File: config.mk
export PLATFORM = sky130hd
export DESIGN_NAME = fpx_unit
export DESIGN_NICKNAME = d
export VERILOG_FILES = /design/src/rtl/fpx_pkg.sv /design/src/rtl/fpx_unit.sv
export SDC_FILE = /design/constraint.sdc
export NUM_CORES = 1
export LEC_CHECK = 0
export BUFFER_PORTS_ARGS = -buffer_cell sky130_fd_sc_hd__buf_2
export CELL_PAD_IN_SITES_DETAIL_PLACEMENT = 0
export CELL_PAD_IN_SITES_GLOBAL_PLACEMENT = 1
export CORE_ASPECT_RATIO = 1.75
export CORE_MARGIN = 4
export CORE_UTILIZATION = 36
export DETAILED_ROUTE_END_ITERATION = 6
export MAX_ROUTING_LAYER = met4
export PLACE_DENSITY_LB_ADDON = 0.1
export RECOVER_POWER = 25
export REMOVE_ABC_BUFFERS = 1
export SYNTH_ARGS = -nofsm -noshare
export SYNTH_HDL_FRONTEND = slang
export SYNTH_SLANG_ARGS = --single-unit
File: constraint.sdc
create_clock -name aclk -period 3.94 [get_ports aclk]
set_clock_uncertainty 0.15 [all_clocks]
set_input_delay 0.197 -clock aclk [delete_from_list [all_inputs] [get_ports aclk]]
set_output_delay 0.197 -clock aclk [all_outputs]
set_load 0.01 [all_outputs]
File: src/rtl/fpx_pkg.sv
// Constants, types and register map of the floating-point exception unit
package fpx_pkg;

  localparam logic [3:0] FPX_ADDR_CTRL  = 4'h0;
  localparam logic [3:0] FPX_ADDR_FPCW  = 4'h4;
  localparam logic [3:0] FPX_ADDR_STAT  = 4'h8;
  localparam logic [3:0] FPX_ADDR_IP    = 4'hc;

  localparam int FPX_CTRL_EM = 2;
  localparam int FPX_CTRL_TS = 3;
  localparam int FPX_CTRL_NE = 5;
  localparam int FPX_CW_PC   = 8;
  localparam int FPX_CW_RC   = 10;
  localparam int FPX_CW_DEF  = 12;
  localparam int FPX_ST_PEND = 8;

  localparam int FPX_IE = 0;
  localparam int FPX_DE = 1;
  localparam int FPX_OE = 3;
  localparam int FPX_UE = 4;
  localparam int FPX_PE = 5;

  localparam logic [5:0]  FPX_MASK_RST = 6'h3f;
  localparam logic [1:0]  FPX_PC_RST   = 2'h3;
  localparam logic [1:0]  FPX_PC_EXT   = 2'h3;
  localparam logic [1:0]  FPX_RC_CHOP  = 2'h3;
  localparam logic [1:0]  FPX_OKAY     = 2'h0;
  localparam logic [1:0]  FPX_SLVERR   = 2'h2;

  localparam logic [7:0]  FPX_VEC_NONE = 8'h00;
  localparam logic [7:0]  FPX_VEC_UD   = 8'h06;
  localparam logic [7:0]  FPX_VEC_NM   = 8'h07;
  localparam logic [7:0]  FPX_VEC_MF   = 8'h10;

  localparam logic [14:0] FPX_EXP_MAX  = 15'h7fff;
  localparam logic [14:0] FPX_EXP_BIG  = 15'h7ffe;
  localparam logic [14:0] FPX_EXP_ADJ  = 15'h6000;
  localparam logic [63:0] FPX_SIG_IND  = 64'hc000000000000000;
  localparam logic [63:0] FPX_SIG_INF  = 64'h8000000000000000;
  localparam logic [63:0] FPX_SIG_BIG  = 64'hffffffffffffffff;

  typedef enum logic [2:0] {
    FPX_OP_ARITH   = 3'h0,
    FPX_OP_CMP     = 3'h1,
    FPX_OP_ISTORE  = 3'h2,
    FPX_OP_BSTORE  = 3'h3,
    FPX_OP_TRANS   = 3'h4,
    FPX_OP_EXTRACT = 3'h5,
    FPX_OP_SQDVREM = 3'h6,
    FPX_OP_UNDEF   = 3'h7
  } fpx_op_t;

  typedef enum logic [2:0] {
    FPX_ERR_IDLE   = 3'b001,
    FPX_ERR_PEND   = 3'b010,
    FPX_ERR_ASSERT = 3'b100
  } fpx_err_t;

  typedef struct packed {
    logic        sign;
    logic [14:0] exp;
    logic [63:0] sig;
  } fpx_ext_t;

  typedef struct packed {
    logic signaling_nan;
    logic quiet_nan;
    logic unsup;
    logic denorm;
  } fpx_cls_t;

  typedef struct packed {
    fpx_op_t     op;
    fpx_ext_t    opnd;
    logic [31:0] first_byte_ip;
    logic        pc_governed;
    logic [1:0]  op_prec;
    fpx_ext_t    res;
    logic        res_overflow;
    logic        res_tiny;
    logic        res_inexact;
    logic        res_stack_dst;
  } fpx_req_t;

  typedef struct packed {
    logic        fault;
    logic [7:0]  vector;
    logic        blocked;
    logic [5:0]  exc;
    logic        normalize;
    fpx_ext_t    result;
    logic [1:0]  round_prec;
  } fpx_resp_t;

endpackage

File: src/rtl/fpx_unit.sv
// Floating-point exception and special-operand unit with register slave
`timescale 1ns/100ps
`default_nettype none
module fpx_unit #(
  parameter int ADDR_W = 4
) (
  input  wire logic               aclk,
  input  wire logic               aresetn,
  input  wire logic               ce,
  input  wire logic               req_valid,
  input  wire fpx_pkg::fpx_req_t  req,
  output var  logic               resp_valid,
  output var  fpx_pkg::fpx_resp_t resp,
  output var  logic               fp_error_out_n,
  input  wire logic [ADDR_W-1:0]  s_axi_awaddr,
  input  wire logic               s_axi_awvalid,
  output var  logic               s_axi_awready,
  input  wire logic [31:0]        s_axi_wdata,
  input  wire logic [3:0]         s_axi_wstrb,
  input  wire logic               s_axi_wvalid,
  output var  logic               s_axi_wready,
  output var  logic [1:0]         s_axi_bresp,
  output var  logic               s_axi_bvalid,
  input  wire logic               s_axi_bready,
  input  wire logic [ADDR_W-1:0]  s_axi_araddr,
  input  wire logic               s_axi_arvalid,
  output var  logic               s_axi_arready,
  output var  logic [31:0]        s_axi_rdata,
  output var  logic [1:0]         s_axi_rresp,
  output var  logic               s_axi_rvalid,
  input  wire logic               s_axi_rready
);

  if (ADDR_W < 4) begin : g_bad_addr
    $error("fpx_unit: ADDR_W must be at least 4");
  end

  function automatic fpx_pkg::fpx_cls_t classify(fpx_pkg::fpx_ext_t v);
    fpx_pkg::fpx_cls_t c;
    logic emax;
    emax = (v.exp == fpx_pkg::FPX_EXP_MAX);
    c.signaling_nan   = emax & v.sig[63] & ~v.sig[62] & (|v.sig[61:0]);
    c.quiet_nan   = emax & v.sig[63] & v.sig[62];
    c.unsup  = (emax & ~v.sig[63]) | (~emax & (|v.exp) & ~v.sig[63]);
    c.denorm = (v.exp == 15'h0000) & (|v.sig);
    return c;
  endfunction

  function automatic logic [31:0] merge(logic [31:0] old, logic [31:0] nw,
                                        logic [3:0] strb);
    logic [31:0] m;
    m = old;
    for (int i = 0; i < 4; i++) begin
      if (strb[i]) begin
        m[8*i +: 8] = nw[8*i +: 8];
      end
    end
    return m;
  endfunction

  // Software-visible state
  logic [31:0] ctrl_q;
  logic [31:0] fpcw_q;
  logic [5:0]  sticky_q;
  logic [31:0] saved_ip_q;
  fpx_pkg::fpx_err_t err_q;
  fpx_pkg::fpx_err_t err_d;

  // Bus slave state
  logic awready_q;
  logic bvalid_q;
  logic [1:0] bresp_q;
  logic arready_q;
  logic rvalid_q;
  logic [31:0] rdata_q;
  logic [1:0] rresp_q;

  // Instruction-side state
  logic resp_valid_q;
  fpx_pkg::fpx_resp_t resp_q;
  logic err_n_q;

  wire logic        ne      = ctrl_q[fpx_pkg::FPX_CTRL_NE];
  wire logic        ts_em   = ctrl_q[fpx_pkg::FPX_CTRL_TS]
                            | ctrl_q[fpx_pkg::FPX_CTRL_EM];
  wire logic [5:0]  mask    = fpcw_q[5:0];
  wire logic [1:0]  pc      = fpcw_q[fpx_pkg::FPX_CW_PC +: 2];
  wire logic [1:0]  rc      = fpcw_q[fpx_pkg::FPX_CW_RC +: 2];
  wire logic        deferred = fpcw_q[fpx_pkg::FPX_CW_DEF];

  // Register write decode
  wire logic aw_take = ce & s_axi_awvalid & s_axi_wvalid & ~awready_q
                     & ~bvalid_q;
  wire logic wr_en   = ce & awready_q;
  wire logic [3:0] wr_a = s_axi_awaddr[3:0];
  // Upper address bits must be zero, else no register is hit and SLVERR is returned
  wire logic wr_lo   = ~|(s_axi_awaddr >> 4);
  wire logic wr_ctrl = wr_en & wr_lo & (wr_a == fpx_pkg::FPX_ADDR_CTRL);
  wire logic wr_fpcw = wr_en & wr_lo & (wr_a == fpx_pkg::FPX_ADDR_FPCW);
  wire logic wr_stat = wr_en & wr_lo & (wr_a == fpx_pkg::FPX_ADDR_STAT);
  wire logic wr_map  = wr_lo & ((wr_a == fpx_pkg::FPX_ADDR_CTRL)
                     | (wr_a == fpx_pkg::FPX_ADDR_FPCW)
                     | (wr_a == fpx_pkg::FPX_ADDR_STAT)
                     | (wr_a == fpx_pkg::FPX_ADDR_IP));
  wire logic [31:0] stat_w1c = merge(32'h00000000, s_axi_wdata, s_axi_wstrb);
  wire logic pend_clr = wr_stat & stat_w1c[fpx_pkg::FPX_ST_PEND];

  // Register read decode
  wire logic ar_take = ce & s_axi_arvalid & ~arready_q & ~rvalid_q;
  wire logic [3:0] rd_a = s_axi_araddr[3:0];
  wire logic rd_lo = ~|(s_axi_araddr >> 4);
  wire logic pend = (err_q != fpx_pkg::FPX_ERR_IDLE);
  wire logic [31:0] stat_rd = {23'h0, pend, 2'h0, sticky_q};
  wire logic rd_map = rd_lo & ((rd_a == fpx_pkg::FPX_ADDR_CTRL)
                    | (rd_a == fpx_pkg::FPX_ADDR_FPCW)
                    | (rd_a == fpx_pkg::FPX_ADDR_STAT)
                    | (rd_a == fpx_pkg::FPX_ADDR_IP));
  wire logic [31:0] rd_mux =
      (~rd_lo) ? 32'h00000000 :
      (rd_a == fpx_pkg::FPX_ADDR_CTRL) ? ctrl_q :
      (rd_a == fpx_pkg::FPX_ADDR_FPCW) ? fpcw_q :
      (rd_a == fpx_pkg::FPX_ADDR_STAT) ? stat_rd :
      (rd_a == fpx_pkg::FPX_ADDR_IP)   ? saved_ip_q : 32'h00000000;

  // Operand classification
  wire logic fire = ce & req_valid;
  wire fpx_pkg::fpx_cls_t cls = classify(req.opnd);
  wire fpx_pkg::fpx_cls_t rcl = classify(req.res);
  wire logic is_undef = (req.op == fpx_pkg::FPX_OP_UNDEF);
  wire logic quiet_nan_trap = (req.op == fpx_pkg::FPX_OP_CMP)
                       | (req.op == fpx_pkg::FPX_OP_ISTORE)
                       | (req.op == fpx_pkg::FPX_OP_BSTORE);
  wire logic conv_op = quiet_nan_trap & (req.op != fpx_pkg::FPX_OP_CMP);
  wire logic invalid = cls.signaling_nan | (cls.quiet_nan & quiet_nan_trap)
                     | cls.unsup;
  // Denormal is never invalid; every op class incl. transcendental flags it
  wire logic denorm = cls.denorm & ~invalid;
  // Denormal-to-stack path needs normalizing when DE is masked, and always for SQDVREM, ISTORE and BSTORE
  wire logic normalize = denorm & (mask[fpx_pkg::FPX_DE]
                       | (req.op == fpx_pkg::FPX_OP_SQDVREM)
                       | conv_op);
  wire logic ovf = req.res_overflow & ~invalid;
  wire logic unf = ~invalid & req.res_tiny
                 & (~mask[fpx_pkg::FPX_UE] | req.res_inexact);
  wire logic prec = ~invalid & (req.res_inexact
                  | ovf);
  // Fixed order: invalid masks the rest, denormal never masks arithmetic
  wire logic [5:0] exc = invalid ? 6'h01
                       : {prec, unf, ovf, 1'b0, denorm, 1'b0};
  wire logic unmasked = |(exc & ~mask);
  wire logic blocked = pend & ~is_undef;
  wire logic executes = ~ts_em & ~is_undef & ~blocked;

  // Result shaping
  wire logic [14:0] exp_ovf = req.res.exp - fpx_pkg::FPX_EXP_ADJ;
  wire logic [14:0] exp_unf = req.res.exp + fpx_pkg::FPX_EXP_ADJ;
  fpx_pkg::fpx_ext_t result;
  always_comb begin
    result = req.res;
    if (invalid & mask[fpx_pkg::FPX_IE]) begin
      result = '{1'b1, fpx_pkg::FPX_EXP_MAX, fpx_pkg::FPX_SIG_IND};
    end else if (rcl.signaling_nan | rcl.quiet_nan) begin
      result.sig[62] = 1'b1;
    end else if (ovf & mask[fpx_pkg::FPX_OE]) begin
      if (rc == fpx_pkg::FPX_RC_CHOP) begin
        result = '{req.res.sign, fpx_pkg::FPX_EXP_BIG,
                   fpx_pkg::FPX_SIG_BIG};
      end else begin
        result = '{req.res.sign, fpx_pkg::FPX_EXP_MAX,
                   fpx_pkg::FPX_SIG_INF};
      end
    end else if (ovf & req.res_stack_dst) begin
      result.exp = exp_ovf;
    end else if (unf & ~mask[fpx_pkg::FPX_UE] & req.res_stack_dst) begin
      result.exp = exp_unf;
    end
  end

  wire logic unf_trap = unf & ~mask[fpx_pkg::FPX_UE] & ~ovf;
  wire logic [1:0] rprec = req.pc_governed ? pc :
                           (unf_trap ? fpx_pkg::FPX_PC_EXT
                                     : req.op_prec);

  wire logic [7:0] vector =
      ts_em    ? fpx_pkg::FPX_VEC_NM :
      is_undef ? fpx_pkg::FPX_VEC_UD :
      (~blocked & unmasked & ne) ? fpx_pkg::FPX_VEC_MF
               : fpx_pkg::FPX_VEC_NONE;

  // External error reporting state
  wire logic raise = fire & executes & unmasked & ~ne;
  always_comb begin
    err_d = err_q;
    case (err_q)
      fpx_pkg::FPX_ERR_IDLE: begin
        if (raise) begin
          err_d = deferred ? fpx_pkg::FPX_ERR_PEND
                           : fpx_pkg::FPX_ERR_ASSERT;
        end
      end
      fpx_pkg::FPX_ERR_PEND: begin
        if (fire & ~ts_em & ~is_undef) begin
          err_d = fpx_pkg::FPX_ERR_ASSERT;
        end else if (pend_clr) begin
          err_d = fpx_pkg::FPX_ERR_IDLE;
        end
      end
      fpx_pkg::FPX_ERR_ASSERT: begin
        if (pend_clr) begin
          err_d = fpx_pkg::FPX_ERR_IDLE;
        end
      end
      default: err_d = fpx_pkg::FPX_ERR_IDLE;
    endcase
  end

  always_ff @(posedge aclk) begin
    if (!aresetn) begin
      ctrl_q <= 32'h00000000;
      fpcw_q <= {19'h0, 1'b0, fpx_pkg::FPX_RC_CHOP & 2'h0,
                 fpx_pkg::FPX_PC_RST, 2'h0, fpx_pkg::FPX_MASK_RST};
      sticky_q <= 6'h00;
      saved_ip_q <= 32'h00000000;
      err_q <= fpx_pkg::FPX_ERR_IDLE;
    end else if (ce) begin
      if (wr_ctrl) begin
        ctrl_q <= merge(ctrl_q, s_axi_wdata, s_axi_wstrb) & 32'h0000002c;
      end
      if (wr_fpcw) begin
        fpcw_q <= merge(fpcw_q, s_axi_wdata, s_axi_wstrb) & 32'h00001f3f;
      end
      // Set wins over a same-cycle clear
      sticky_q <= (sticky_q & ~({6{wr_stat}} & stat_w1c[5:0]))
                | ({6{fire & executes}} & exc);
      if (fire & executes & |exc) begin
        saved_ip_q <= req.first_byte_ip;
      end
      err_q <= err_d;
    end
  end

  always_ff @(posedge aclk) begin
    if (!aresetn) begin
      resp_valid_q <= 1'b0;
      resp_q <= '0;
      err_n_q <= 1'b1;
    end else if (ce) begin
      resp_valid_q <= fire;
      if (fire) begin
        resp_q.fault <= (vector != fpx_pkg::FPX_VEC_NONE);
        resp_q.vector <= vector;
        resp_q.blocked <= ~ts_em & blocked;
        resp_q.exc <= executes ? exc : 6'h00;
        resp_q.normalize <= executes & normalize;
        resp_q.result <= result;
        resp_q.round_prec <= rprec;
      end
      // Pin feeds the outside controller in legacy mode
      err_n_q <= (err_d != fpx_pkg::FPX_ERR_ASSERT);
    end
  end

  always_ff @(posedge aclk) begin
    if (!aresetn) begin
      awready_q <= 1'b0;
      bvalid_q <= 1'b0;
      bresp_q <= fpx_pkg::FPX_OKAY;
      arready_q <= 1'b0;
      rvalid_q <= 1'b0;
      rdata_q <= 32'h00000000;
      rresp_q <= fpx_pkg::FPX_OKAY;
    end else if (ce) begin
      awready_q <= aw_take;
      if (wr_en) begin
        bvalid_q <= 1'b1;
        bresp_q <= wr_map ? fpx_pkg::FPX_OKAY : fpx_pkg::FPX_SLVERR;
      end else if (s_axi_bready) begin
        bvalid_q <= 1'b0;
      end
      arready_q <= ar_take;
      if (ar_take) begin
        rdata_q <= rd_mux;
        rresp_q <= rd_map ? fpx_pkg::FPX_OKAY : fpx_pkg::FPX_SLVERR;
      end
      if (arready_q) begin
        rvalid_q <= 1'b1;
      end else if (s_axi_rready) begin
        rvalid_q <= 1'b0;
      end
    end
  end

  assign resp_valid = resp_valid_q;
  assign resp = resp_q;
  assign fp_error_out_n = err_n_q;
  assign s_axi_awready = awready_q;
  assign s_axi_wready = awready_q;
  assign s_axi_bvalid = bvalid_q;
  assign s_axi_bresp = bresp_q;
  assign s_axi_arready = arready_q;
  assign s_axi_rvalid = rvalid_q;
  assign s_axi_rdata = rdata_q;
  assign s_axi_rresp = rresp_q;
endmodule // fpx_unit
`default_nettype wire

==> out/summary.txt <==
result of the run: complete, no violations
count of cells along the worst register-to-register path: 6
max frequency: 272 MHz
proportion of layout cells with a drive suffix above 1: 27.6%
number of setup buffers added after CTS: 0
placeable core area: 22,800 µm²
total wire length: 30.7 mm
via count of the first global-routing pass: 9,018
top post-synthesis cells by area: dfxtp_1 (45%), nand2_1 (7.4%), mux2i_1 (5.5%), a21oi_1 (4.9%), a221oi_1 (4.6%)
unrepaired setup endpoints after global routing: no
height of the die: 210 µm
Worst Path Max Fanout: 65
Clock Sink Count: 188
most frequently used flop master after synthesis: dfxtp_1
count of flip-flops with a built-in enable after synthesis: 0
area of the die: 25,800 µm²
fin cells: 1,705
CTS buffer count: 17
IR Drop Worst-Case VDD: 0.346 mV
worst skew pair latency: 0.43 ns
biggest cell delay along the critical path: 0.61 ns
Fill cells: 2,250
Worst slew margin: 28.6%
HP Class: in -> reg
number of failing hold endpoints at the final stage: 0
sequential area share after synthesis: 45.0%
flops & latches, synth: 188
RePlAce Congestion: 0.864
largest net degree at the start of global routing: 101
detailed-route DRC error count: 0
total power: 4430 µW
minimum clock period after layout: 3.68 ns
H-tree lvl count: 4
vias per cell: 5.21
starting DRC count in detailed routing: 581
Clock transition at path regs: 0.07 ns
mean routed wirelength per cell: 18.0 µm
CTS tree: yes
initial cell density of the core: 36.6%
power per standard cell area: 365 nW/µm²
number of nets at the end of the flow: 1,646
kind of start point of the critical path: primary input
met3 Use GR: 5.01%
ranking of synthesized cells by instance count: dfxtp_1 (188), nand2_1 (165), a21oi_1 (82)
Worst EP arrival: 3.91 ns
deepest clock path buffer count: 2
area growth from synthesis to layout: 45.4%
cell taking the most area after synthesis: dfxtp_1
Final Max Tran Viols: 0
total overflow reported by the global router: 0
critical path endpoint category: register
number of antenna violations at the first check in global routing: 1
cell area after layout: 12,200 µm²
GR met1 Demand/Resource: 27.5%
Synthesis Warnings: 0
num ports: 397
hold_sp: req[3]
master of the slowest instance on the critical path: or4_1
wire length of the first global-routing pass: 47.3 mm
worst hold path cell count: 3
proportion of register bits with asynchronous set or reset after synthesis: 0%
Leak Pwr: 0.00490 µW
RR Endpoint: fpcw_q[1]
remaining antenna violation count after routing: 0
cell at the root of the clock tree: clkbuf_16
1st-pass router iterations: 7
Post-Syn Instances: 936
number of buffer and inverter instances along the worst setup path: 4
max_cap viols: 0
Site Rows: 73
crit-path cells: dlygate4sd3_1 > buf_2 > nor4_1 > buf_4 > nand4_1 > or4_1 > and2_1 > or4_4 > buf_12 > nand3_1 > o221a_2
most instantiated library cell after synthesis: dfxtp_1
Slew @ Worst Pin: 1.07 ns
number of buffers inserted by port buffering: 365
Min-Delay Endpoint: resp[86]
startpoint of the lowest-slack register-to-register path: s_axi_awready
number of placed cells counting well taps: 1,540
post-placement cell area: 10,300 µm²
met2 track utilization from global routing: 40.6%
horizontal die dimension: 123 µm
peak-usage layer in the global routing report: met2
total vias in the final route: 8,887
final number of setup-violating endpoints: 0
share of the synthesized area in the top cell type: 45.0%
estimated wirelength of the detail-placed design: 22.2 mm
aggregate global-route resource usage: 23.8%
post-synth cell types: 57
Final period util: 93.3%
reg-to-reg setup timing slack: 1.53 ns
kind of cell adding the most delay to the critical path: simple AND/OR/NAND/NOR gates
WP data required: 4.17 ns
area of the mapped netlist: 8360 µm²
Crit Path Class: in -> reg
average instance area after synthesis: 8.93 µm²
==> worst reg2reg max path, delay by kind of cell (launching register included) <==
family,cells,cell delay [ns]
simple gates,5,1.40
flops,1,0.45
mux,1,0.27
==> repair_timing <==
action	4_1_cts	5_1_grt
resized for setup	0	0
hold buffers	132	0
endpoints found under the hold margin	138	0
==> where the power goes <==
group,internal [µW],total (µW),switching (µW)
logic,293,618,325
registers,1960,2000,35.8
clock network,1040,1820,780
==> layout make-up <==
type	instances	area, µm²	area share (%)
timing repair buffer	512	3190	26.2
multi-input combinational	666	4180	34.4
sequential	188	3760	31.0
clock inverter	13	165	1.36
clock buffer	19	453	3.73
tap	300	375	3.09
antenna	1	2.50	0.0206
inverter	6	25.0	0.206
==> registers in the layout, indices dropped and copies added, names as in the netlist <==
name            cells
fp_error_out_n      1
err_q               3
s_axi_rresp         1
resp_valid          1
s_axi_rdata        32
s_axi_bresp         1
sticky_q            6
ctrl_q              3
saved_ip_q         32
s_axi_rvalid        1
s_axi_bvalid        1
fpcw_q             11
resp               93
s_axi_arready       1
s_axi_awready       1
==> how the worst max path moves through the flow <==
stage                       start             to  cells past startpoint
after floorplan                ce  saved_ip_q[0]                      6
after global placement    req[55]       resp[73]                     10
after detailed placement  req[55]       resp[71]                     10
after CTS                 req[55]       resp[68]                     11
after global routing      req[56]       resp[68]                     11
final                     req[56]       resp[68]                     11
==> cells by family after synthesis <==
family,after synthesis,synth area share (%)
AND/OR/NAND/NOR,350,19.3
multiplexers,56,6.86
buffers and inverters,88,5.50
flip-flops,188,45.0
XOR/XNOR,3,0.315
other,1,0.0449
AO/OA/AOI/OAI,250,22.9
==> cell usage in the layout (no fill, tap or decap), types with 3 or more instances in the layout <==
cell / Yosys / layout
dlygate4sd3_1: 0 / 132
clkinvlp_4: 0 / 3
nor2b_1: 9 / 9
mux2i_1: 46 / 46
mux2_2: 10 / 10
o21ai_0: 18 / 18
a21oi_1: 82 / 82
o31ai_1: 3 / 3
and2_1: 8 / 8
buf_4: 11 / 14
a221oi_1: 44 / 44
a22oi_1: 31 / 31
buf_2: 4 / 285
o21a_1: 4 / 4
nor2_1: 67 / 67
nand4_1: 22 / 22
o221a_2: 13 / 13
a31oi_1: 7 / 6
nand2_1: 165 / 164
a211oi_1: 4 / 4
nor4_1: 37 / 37
nand3_1: 8 / 8
conb_1: 1 / 7
inv_1: 5 / 4
dfxtp_1: 188 / 188
nor3_1: 17 / 17
a21boi_0: 3 / 3
clkbuf_16: 0 / 17
clkbuf_1: 54 / 79
a22o_1: 3 / 3
xnor2_1: 3 / 3
bufinv_16: 0 / 3
a221oi_2: 21 / 21
clkinv_2: 0 / 3
==> through the flow <==
step                worst slack [ns]  util [%]  setup TNS, ns  hold slack, ns
floorplan                      -1.93         -         -61.78           0.109
global placement               0.297      45.1              0           0.261
detailed placement             0.264      45.1              0           0.260
CTS                            0.171      53.6              0         0.00284
global route                   0.103      53.2              0          0.0369
finish                         0.264      53.2              0          0.0181
==> layer usage <==
| metal | wire [µm] | vias to the layer above |
|---|---|---|
| met2 | 15700 | 297 |
| met4 | 707 | 0 |
| met5 | 0 | - |
| met3 | 1820 | 39 |
| met1 | 12500 | 4175 |
| li1 | - | 4376 |
Note: power is estimated with default switching activity, not from simulation.
